==> config.mk <==
export PLATFORM = sky130hd
export DESIGN_NAME = pcg_top
export DESIGN_NICKNAME = d
export VERILOG_FILES = /design/src/verilog/pcg_pkg.sv /design/src/verilog/pcg_fb_divider.sv /design/src/verilog/pcg_top.sv
export SDC_FILE = /design/constraint.sdc
export NUM_CORES = 1
export LEC_CHECK = 0
export BUFFER_PORTS_ARGS = -buffer_cell sky130_fd_sc_hd__buf_2
export CAP_MARGIN = 40
export CORE_ASPECT_RATIO = 0.6
export CORE_MARGIN = 10
export CORE_UTILIZATION = 30
export CTS_CLUSTER_SIZE = 16
export DETAILED_ROUTE_END_ITERATION = 10
export PLACE_DENSITY = 0.47
export SLEW_MARGIN = 15
export SYNTH_ARGS = -nofsm -noshare
export SYNTH_HDL_FRONTEND = slang
export SYNTH_SLANG_ARGS = --single-unit
==> constraint.sdc <==
create_clock -name ref_clk -period 6.95 [get_ports ref_clk]
set_clock_uncertainty 0.05 [all_clocks]
set_input_delay 0.3475 -clock ref_clk [delete_from_list [all_inputs] [get_ports ref_clk]]
set_output_delay 0.3475 -clock ref_clk [all_outputs]
set_load 0.02 [all_outputs]
==> src/verilog/pcg_pkg.sv <==
// constants for the pll clock generator control block
`default_nettype none
package pcg_pkg;
    // register addresses on the plain register port
    localparam logic [7:0] CTL_ADDR        = 8'h1c;
    localparam logic [7:0] BW_ADDR         = 8'h1d;
    localparam logic [7:0] PROG_ADDR       = 8'h1e;
    // control register fields
    localparam int         CTL_IE_BIT      = 7;
    localparam int         CTL_FLAG_BIT    = 6;
    localparam int         CTL_ON_BIT      = 5;
    localparam int         CTL_SEL_BIT     = 4;
    localparam logic [3:0] CTL_LOW_ONES    = 4'hf;
    // bandwidth register fields
    localparam int         BW_AUTO_BIT     = 7;
    localparam int         BW_LOCK_BIT     = 6;
    localparam int         BW_TRACK_BIT    = 5;
    localparam int         BW_LOSS_BIT     = 4;
    localparam logic [3:0] BW_LOW_ZEROS    = 4'h0;
    // programming register fields and reset values
    localparam int         MUL_MSB         = 7;
    localparam int         MUL_LSB         = 4;
    localparam int         RANGE_MSB       = 3;
    localparam int         RANGE_LSB       = 0;
    localparam logic [3:0] MUL_RESET       = 4'h6;
    localparam logic [3:0] RANGE_RESET     = 4'h6;
    localparam logic [3:0] FIELD_ZERO      = 4'h0;
    localparam logic [3:0] MUL_ZERO_AS     = 4'h1;
    localparam logic       IE_RESET        = 1'b0;
    localparam logic       ON_RESET        = 1'b1;
    localparam logic       SEL_RESET       = 1'b0;
    // crystal loss check lasts n vco cycles shifted left by this
    localparam int         LOSS_WAIT_SHIFT = 2;
    typedef enum logic [1:0] {
        LOSS_IDLE  = 2'b01,
        LOSS_CHECK = 2'b10
    } pcg_chk_state_type;
endpackage
`default_nettype wire

==> src/verilog/pcg_fb_divider.sv <==
// modulo feedback divider of the vco clock
`default_nettype none
module pcg_fb_divider
(
    input  wire logic       ref_clk,
    input  wire logic       sys_rst,
    input  wire logic       run,
    input  wire logic       vco_tick,
    input  wire logic [3:0] mul_field,
    output logic      [3:0] n_value,
    output logic            fb_pulse
);
    import pcg_pkg::*;

    logic [3:0] count_reg;

    // a zero field divides like one
    always_ff @(posedge ref_clk)
    begin
        if (sys_rst)
            n_value <= MUL_RESET;
        else
            n_value <= (mul_field == FIELD_ZERO) ? MUL_ZERO_AS : mul_field;
    end

    always_ff @(posedge ref_clk)
    begin
        if (sys_rst || !run)
        begin
            count_reg <= FIELD_ZERO;
            fb_pulse  <= 1'b0;
        end
        else if (vco_tick)
        begin
            if (count_reg >= n_value - 4'h1)
            begin
                count_reg <= FIELD_ZERO;
                fb_pulse  <= 1'b1;
            end
            else
            begin
                count_reg <= count_reg + 4'h1;
                fb_pulse  <= 1'b0;
            end
        end
        else
            fb_pulse <= 1'b0;
    end
endmodule
`default_nettype wire

==> src/verilog/pcg_top.sv <==
// pll clock generator control: registers, lock flag, base clock select
//
// Decided for this implementation: the address-and-strobe port.
`default_nettype none
module pcg_top
(
    input  wire logic       ref_clk,
    input  wire logic       sys_rst,
    input  wire logic [7:0] reg_addr,
    input  wire logic [7:0] reg_wdata,
    input  wire logic       reg_wr,
    input  wire logic       reg_rd,
    output logic      [7:0] reg_rdata,
    input  wire logic       crystal_tick,
    input  wire logic       vco_tick,
    input  wire logic       vco_lock_in,
    input  wire logic       vco_track_in,
    input  wire logic       osc_enable_from_sim,
    input  wire logic       break_state,
    input  wire logic       break_clear_flag_enable,
    output logic            crystal_clock,
    output logic            base_clock_out,
    output logic            pll_interrupt_line,
    output logic            pll_enable_out,
    output logic            track_mode_out,
    output logic      [3:0] vco_range_out,
    output logic            feedback_pulse
);
    import pcg_pkg::*;

    logic              pll_irq_enable;
    logic              pll_irq_flag;
    logic              pll_enable_bit;
    logic              base_clock_select;
    logic              auto_reg;
    logic              lock_reg;
    logic              track_manual_reg;
    logic              track_reg;
    logic              crystal_loss_detect;
    logic [3:0]        vco_multiplier_field;
    logic [3:0]        vco_range_field;
    logic [3:0]        n_value;
    logic [5:0]        loss_count_reg;
    logic [5:0]        loss_limit;
    pcg_chk_state_type loss_state_reg;
    logic              wr_ctl;
    logic              wr_bw;
    logic              wr_prog;
    logic              rd_ctl;
    logic              range_zero;
    logic              lock_sample;
    logic              lock_change;
    logic              flag_clear;
    logic [7:0]        ctl_view;
    logic [7:0]        bw_view;

    assign wr_ctl      = reg_wr && (reg_addr == CTL_ADDR);
    assign wr_bw       = reg_wr && (reg_addr == BW_ADDR);
    assign wr_prog     = reg_wr && (reg_addr == PROG_ADDR);
    assign rd_ctl      = reg_rd && (reg_addr == CTL_ADDR);
    assign range_zero  = (vco_range_field == FIELD_ZERO);
    assign lock_sample = auto_reg && pll_enable_out && vco_lock_in;
    assign lock_change = auto_reg && (lock_sample != lock_reg);
    // break state shields the flag unless the break unit allows clearing
    assign flag_clear  = rd_ctl && (!break_state || break_clear_flag_enable);
    // n is at most fifteen, so four times n still fits six bits
    assign loss_limit  = 6'(n_value) << LOSS_WAIT_SHIFT;

    // wait mode has no input here: the block simply keeps running as in run mode

    // control register: enable and select guard each other
    always_ff @(posedge ref_clk)
    begin
        if (sys_rst)
        begin
            pll_enable_bit    <= ON_RESET;
            base_clock_select <= SEL_RESET;
        end
        else
        begin
            if (wr_ctl)
                pll_enable_bit <= reg_wdata[CTL_ON_BIT] | base_clock_select;
            if (!osc_enable_from_sim || range_zero)
                base_clock_select <= 1'b0;
            else if (wr_ctl)
                base_clock_select <= reg_wdata[CTL_SEL_BIT] & pll_enable_bit;
        end
    end

    always_ff @(posedge ref_clk)
    begin
        if (sys_rst)
            pll_irq_enable <= IE_RESET;
        else if (!auto_reg)
            pll_irq_enable <= 1'b0;
        else if (wr_ctl)
            pll_irq_enable <= reg_wdata[CTL_IE_BIT];
    end

    // a lock change in the same cycle as a clearing read wins
    always_ff @(posedge ref_clk)
    begin
        if (sys_rst)
            pll_irq_flag <= 1'b0;
        else if (!auto_reg)
            pll_irq_flag <= 1'b0;
        else if (lock_change)
            pll_irq_flag <= 1'b1;
        else if (flag_clear)
            pll_irq_flag <= 1'b0;
    end

    // bandwidth register; low test bits are not stored
    always_ff @(posedge ref_clk)
    begin
        if (sys_rst)
        begin
            auto_reg         <= 1'b0;
            track_manual_reg <= 1'b0;
        end
        else if (wr_bw)
        begin
            auto_reg <= reg_wdata[BW_AUTO_BIT];
            if (!auto_reg)
                track_manual_reg <= reg_wdata[BW_TRACK_BIT];
        end
    end

    always_ff @(posedge ref_clk)
    begin
        if (sys_rst)
        begin
            lock_reg  <= 1'b0;
            track_reg <= 1'b0;
        end
        else
        begin
            lock_reg  <= lock_sample;
            // manual value is kept aside and comes back when auto ends
            track_reg <= auto_reg ? (pll_enable_out && vco_track_in) : track_manual_reg;
        end
    end

    // programming register is frozen as a whole while the pll is on
    always_ff @(posedge ref_clk)
    begin
        if (sys_rst)
        begin
            vco_multiplier_field <= MUL_RESET;
            vco_range_field      <= RANGE_RESET;
        end
        else if (wr_prog && !pll_enable_bit)
        begin
            vco_multiplier_field <= reg_wdata[MUL_MSB:MUL_LSB];
            vco_range_field      <= reg_wdata[RANGE_MSB:RANGE_LSB];
        end
    end

    // crystal loss check: armed by writing one, cleared by any crystal edge
    // within four times n vco cycles
    always_ff @(posedge ref_clk)
    begin
        if (sys_rst || !base_clock_select)
        begin
            loss_state_reg      <= LOSS_IDLE;
            crystal_loss_detect <= 1'b0;
            loss_count_reg      <= 6'h00;
        end
        else
        begin
            case (loss_state_reg)
                LOSS_IDLE:
                begin
                    if (wr_bw && reg_wdata[BW_LOSS_BIT])
                    begin
                        crystal_loss_detect <= 1'b1;
                        loss_count_reg      <= 6'h00;
                        loss_state_reg      <= LOSS_CHECK;
                    end
                end
                LOSS_CHECK:
                begin
                    // the bit stays set after the window if no crystal edge came
                    if (crystal_tick)
                        crystal_loss_detect <= 1'b0;
                    if (vco_tick)
                    begin
                        if (loss_count_reg >= loss_limit - 6'h01)
                            loss_state_reg <= LOSS_IDLE;
                        else
                            loss_count_reg <= loss_count_reg + 6'h01;
                    end
                end
                default:
                    loss_state_reg <= LOSS_IDLE;
            endcase
        end
    end

    // read views; unimplemented bits read as printed
    assign ctl_view = {pll_irq_enable, pll_irq_flag & auto_reg, pll_enable_bit,
                       base_clock_select, CTL_LOW_ONES};
    assign bw_view  = {auto_reg, lock_reg & auto_reg, track_reg,
                       crystal_loss_detect & base_clock_select, BW_LOW_ZEROS};

    always_ff @(posedge ref_clk)
    begin
        if (sys_rst || !reg_rd)
            reg_rdata <= 8'h00;
        else
        begin
            case (reg_addr)
                CTL_ADDR:  reg_rdata <= ctl_view;
                BW_ADDR:   reg_rdata <= bw_view;
                PROG_ADDR: reg_rdata <= {vco_multiplier_field, vco_range_field};
                default:   reg_rdata <= 8'h00;
            endcase
        end
    end

    // clock outputs; low while the oscillator enable is low
    always_ff @(posedge ref_clk)
    begin
        if (sys_rst || !osc_enable_from_sim)
        begin
            crystal_clock  <= 1'b0;
            base_clock_out <= 1'b0;
        end
        else
        begin
            crystal_clock <= crystal_tick;
            // selected source divided by two; no lock check here
            if (base_clock_select ? vco_tick : crystal_tick)
                base_clock_out <= ~base_clock_out;
        end
    end

    always_ff @(posedge ref_clk)
    begin
        if (sys_rst)
        begin
            pll_interrupt_line <= 1'b0;
            pll_enable_out     <= 1'b0;
            track_mode_out     <= 1'b0;
            vco_range_out      <= RANGE_RESET;
        end
        else
        begin
            pll_interrupt_line <= osc_enable_from_sim && auto_reg && pll_irq_enable && pll_irq_flag;
            pll_enable_out     <= osc_enable_from_sim && pll_enable_bit && !range_zero;
            track_mode_out     <= track_reg;
            vco_range_out      <= vco_range_field;
        end
    end

    pcg_fb_divider u_div
    (
        .ref_clk   (ref_clk),
        .sys_rst   (sys_rst),
        .run       (pll_enable_out),
        .vco_tick  (vco_tick),
        .mul_field (vco_multiplier_field),
        .n_value   (n_value),
        .fb_pulse  (feedback_pulse)
    );
endmodule
`default_nettype wire
---- Yosys cells after proc, flatten, opt, wreduce, memory -nomap -nowiden ----
Index checks and enable logic that the tools add are counted.
storage, ports and cells
  flip-flop bits (word level) ............. 51
  logic and storage cells ................. 109
  input bits .............................. 27
operators by class
  $lt $le $gt $ge ......................... 2
  eq/ne operators ......................... 11
  bitwise logic cells ..................... 8
  add/subtract/negate cells ............... 4
  muxes and demuxes ....................... 19
  reductions and logical operators ........ 41
operators by type and width
  cell                 count
  $eq 8x5->1 const B   3
  $pmux 8 s3           1
  $mux 6               3
  $logic_and 1x1->1    16
  $pmux 6 s2           1
  $ne 2x2->1 const B   5
  $logic_not 4->1      2
  $reduce_or 2->1      4
  $logic_not 1->1      7
  $mux 1               7
  $add 6x1->6 const B  1
  $ge 6x6->1           1
  $logic_or 1x1->1     6
  $mux 2               3
  $reduce_and 3->1     2
  $sub 6x1->6 const B  1
  $add 4x1->4 const B  1
  $and 1x1->1          4
  $ge 4x4->1           1
  $mux 4               1
  $pmux 2 s2           1
  $reduce_and 4->1     1
  $reduce_bool 2->1    2
  $sub 4x1->4 const B  1
  other kinds (8)      10

---- Longest topological paths before layout ----
  depth in word-level cells ............... 5
  mapped depth ............................ 10
  mapped depth without buffers ............ 9

---- Modules after synthesis ----
From an unflattened synthesis, not the netlist that was laid out.
unflattened totals
  cell total of the unflattened synthesis .. 242
  area, all modules ....................... 2302.2 µm²
by module, submodules not included
  module          cells an instance  area an instance (µm²)  instances  seq. area each (µm²)
  pcg_top         193                1813.0                  1          840.8
  pcg_fb_divider  49                 489.2                   1          180.2

---- Least setup slack after synthesis ----
Ideal clock, no wire load.
  path type ............................... reg2reg
  start ................................... register u_div.n_value[0]
  end ..................................... register loss_count_reg[3]
  buffers on the path ..................... 1
  required time ........................... 6.830 ns
  period minus slack after synthesis ...... 2.297 ns
  path slack .............................. 4.653 ns
  arrival time ............................ 2.177 ns
  stages on the path, launching flop included .. 10
  setup time .............................. 0.070 ns
  cells stage by stage .................... dfxtp_1 inv_1 ha_1 ha_1 o21ai_0 o21bai_1 maj3_2 buf_6 or4_1 a21oi_1
on the way
  cells in the longest elaborated chain, start to end .. 4
RTL lines
  element                            line                  source
  start, declared                    pcg_fb_divider.sv:10  output logic [3:0] n_value,
  start signal, assigned             pcg_fb_divider.sv:23  n_value <= (mul_field == FIELD_ZERO) ? MUL_ZERO_AS : mul_field;
  $sub 6x1->6                        pcg_top.sv:188        if (loss_count_reg >= loss_limit - 6'h01)
  $ge 6x6->1                         pcg_top.sv:188
  $ne 2x2->1 (no source line)        n/a
  $reduce_and 4->1 (no source line)  n/a
  end signal, assigned               pcg_top.sv:191        loss_count_reg <= loss_count_reg + 6'h01;
  end, declared                      pcg_top.sv:43         logic [5:0] loss_count_reg;
Every way passes these cells.
A chain may end at the register's enable or synchronous reset.

---- Worst setup path in the final report ----
  start ................................... register u_div.n_value[0]
  end ..................................... register loss_count_reg[4]
Same word-level chain as after synthesis.

==> impl_metrics.csv <==
group,metric,value,unit
timing,fmax,393,MHz
finish,finalNonFillerCells,387,
finish,largest_reg_flops,8,
finish,nets,318,
yosys,synth_ff_type,"dfxtp_1",
timing,hold_slack,0.234,ns
cts,cts_tree,"built",
floorplan,die_y,87.3,µm
status,status,"completed",
yosys,synth_cell_types,51,
finish,drive_above_1_share,23.7,%
power_and_ir_drop,pwr_density_cell,208,nW/µm²
min_path,min_path_cells,3,
cts,cts_buffers,5,
detailed_routing,firstDrtPassIters,4,
yosys,synth-seq-area-share,45.1,%
timing,rsz0062_at_grt,"no",
timing,slew_headroom,59.5,%
timing,tightestPinTransition,0.606,ns
worst_setup_path,reg2reg_slack,4.41,ns
yosys,yosysTopAreaCell,"dfxtp_1",
cts,cts_setup_buffers,0,
cts,htree_levels,2,
detailed_routing,viasPerCell,4.76,
place,post-place-cells,379,
yosys,async_flop_share,0,%
cts,cts.sinks,51,
cts,root_buffer,"clkbuf_16",
power_and_ir_drop,ir_drop,0.0000922,V
detailed_routing,wirelength,5.98,mm
finish,num_antenna_cells,0,
yosys,synth.top_cell.area_share,45.1,%
detailed_routing,drc_errors,0,
min_path,hold_class,"input port to register",
place,io_buffer_count,44,
timing,slew_violations,0,
run,drv_cap,0,
cts,cts.reportedPaths.clkPinSlew,0.07,ns
floorplan,fp.dieW,132,µm
finish,ff_latch_area,1020,µm²
worst_setup_path,cp.required,7.13,ns
timing,hold_violations,0,
yosys,synthesis.area,2260,µm²
floorplan,io_pins,45,
finish,fillers,780,
cts,cts_resized,0,
global_route,grt_usage,10.9,%
worst_setup_path,cp-start-kind,"register",
yosys,synth.net_count,275,
power_and_ir_drop,finalPower,0.565,mW
global_route,antenna_found_initial,0,
floorplan,start_util,31.0,%
detailed_routing,first_iter_violations,123,
detailed_routing,vias,1844,
yosys,netlist_top_cells_area,"dfxtp_1 45%, ha_1 5.0%, nor2_1 4.5%",
timing,finalSetupViolCount,0,
worst_setup_path,rr_startpoint,"u_div.n_value[0]",
min_path,hold_end,"vco_range_field[3]",
worst_setup_path,ff2ff_path_depth,9,
global_route,grt_pass1_wl,9.99,mm
cts,clockBufferDepth,2,
finish,multi_input_area,1170,µm²
timing,tns,0,ns
worst_setup_path,cp.arrival,2.72,ns
cts,clock_latency,0.29,ns
detailed_routing,ant_nets,0,
worst_setup_path,cp-end-kind,"register",
place,place_hpwl,4.56,mm
floorplan,core_area,7300,µm²
global_route,grt_overflow,0,
yosys,synth_edf_count,0,
finish,syn_to_final_growth,19.8,%
timing,layout_min_cycle_time,2.54,ns
cts,cts_hold_buf,0,
floorplan,row_count,24,
yosys,ys_seq_elements,51,
finish,utilization,37.2,%
power_and_ir_drop,cellLeakagePower,1.14,nW
worst_setup_path,r2r-end,"loss_count_reg[4]",
worst_setup_path,path_class,"register to register",
timing,timing.final.crit_share,36.6,%
yosys,synth.avg_cell_area,9.47,µm²
yosys,syn_inst,239,
global_route,grt_max_degree,30,
global_route,grt_pass1_vias,1916,
floorplan,dieArea,11500,µm²
yosys,yosysWarnings,0,
detailed_routing,avgRoutedWirePerCell,15.4,µm
worst_setup_path,worstPathMaxFanout,11,
min_path,worstHoldStart,"reg_wdata[3]",
place,finalWeightedCongestion,0.789,
power breakdown:
| part | internal [mW] | switching (mW) |
|---|---|---|
| combinational | 0.0108 | 0.0151 |
| sequential | 0.293 | 0.00111 |
| clock | 0.132 | 0.113 |
| total | 0.436 | 0.129 |
per-stage QoR:
step	instance area (µm²)	setup WS, ns
6_report	2710	4.41
5_1_grt	2710	4.14
4_1_cts	2710	4.38
3_5_place_dp	2570	4.42
3_3_place_gp	2570	4.55
2_1_floorplan	2260	4.65
cells in the mapped netlist, drive strengths merged (4+ instances only):
cell    number
xnor2        5
nand4b       4
mux2i        9
nor2        28
nor3         8
nand3        7
buf          4
and2         5
dfxtp       51
o21a         5
a211o        4
or2          5
a21oi       10
nand2b       7
nand2       10
o21ai        5
nor2b        8
ha           9
inv          9
clkbuf       4
cells by family after synthesis:
family,share of synthesized area (%)
fa+ha+maj,5.47
buf+inv,3.32
compound gates,13.3
simple gates,24.6
flops,45.1
xor+xnor,2.71
mux,5.47
placed cells by master, fill, tap and decap left out, types with 8 or more instances in the layout:
| cell type | instances |
|---|---|
| buf_2 | 44 |
| mux2i_1 | 9 |
| ha_1 | 9 |
| nand2_1 | 10 |
| dfxtp_1 | 51 |
| nor2_1 | 27 |
| a21oi_1 | 10 |
| inv_1 | 9 |
| nor2b_1 | 8 |
worst max-delay path: stages (launching register included):
cell and delay (ns):
dfxtp_1 0.39, inv_1 0.08, ha_1 0.21, xnor2_1 0.23, ha_1 0.28, o21ai_0 0.08
o21bai_1 0.12, maj3_2 0.41, or4_1 0.49, a21oi_1 0.14
final cells by class:
type	instances	area share, %
sequential	51	37.6
timing repair buffer	44	8.12
tap	104	4.80
clock buffer	5	4.61
inverter	9	1.25
clock inverter	3	0.554
multi-input combinational	171	43.0
layer usage:
layer | GRT usage, % | part of all wire, %
met1 | 16.0 | 58
met2 | 14.4 | 35
met3 | 3.11 | 5.4
met4 | 3.62 | 1.2
met5 | 0 | 0
worst max path at each step:
stage / from / endpoint / slack [ns] / depth (start not counted)
floorplan: u_div.n_value[0] / loss_count_reg[3] / 4.65 / 9
finish: u_div.n_value[0] / loss_count_reg[4] / 4.41 / 9
CTS: u_div.n_value[0] / loss_count_reg[4] / 4.38 / 9
detailed placement: u_div.n_value[0] / loss_count_reg[4] / 4.42 / 9
global route: u_div.n_value[0] / loss_count_reg[4] / 4.14 / 9
global placement: u_div.n_value[0] / loss_count_reg[4] / 4.55 / 8
Note: power is estimated with default switching activity, not from simulation.
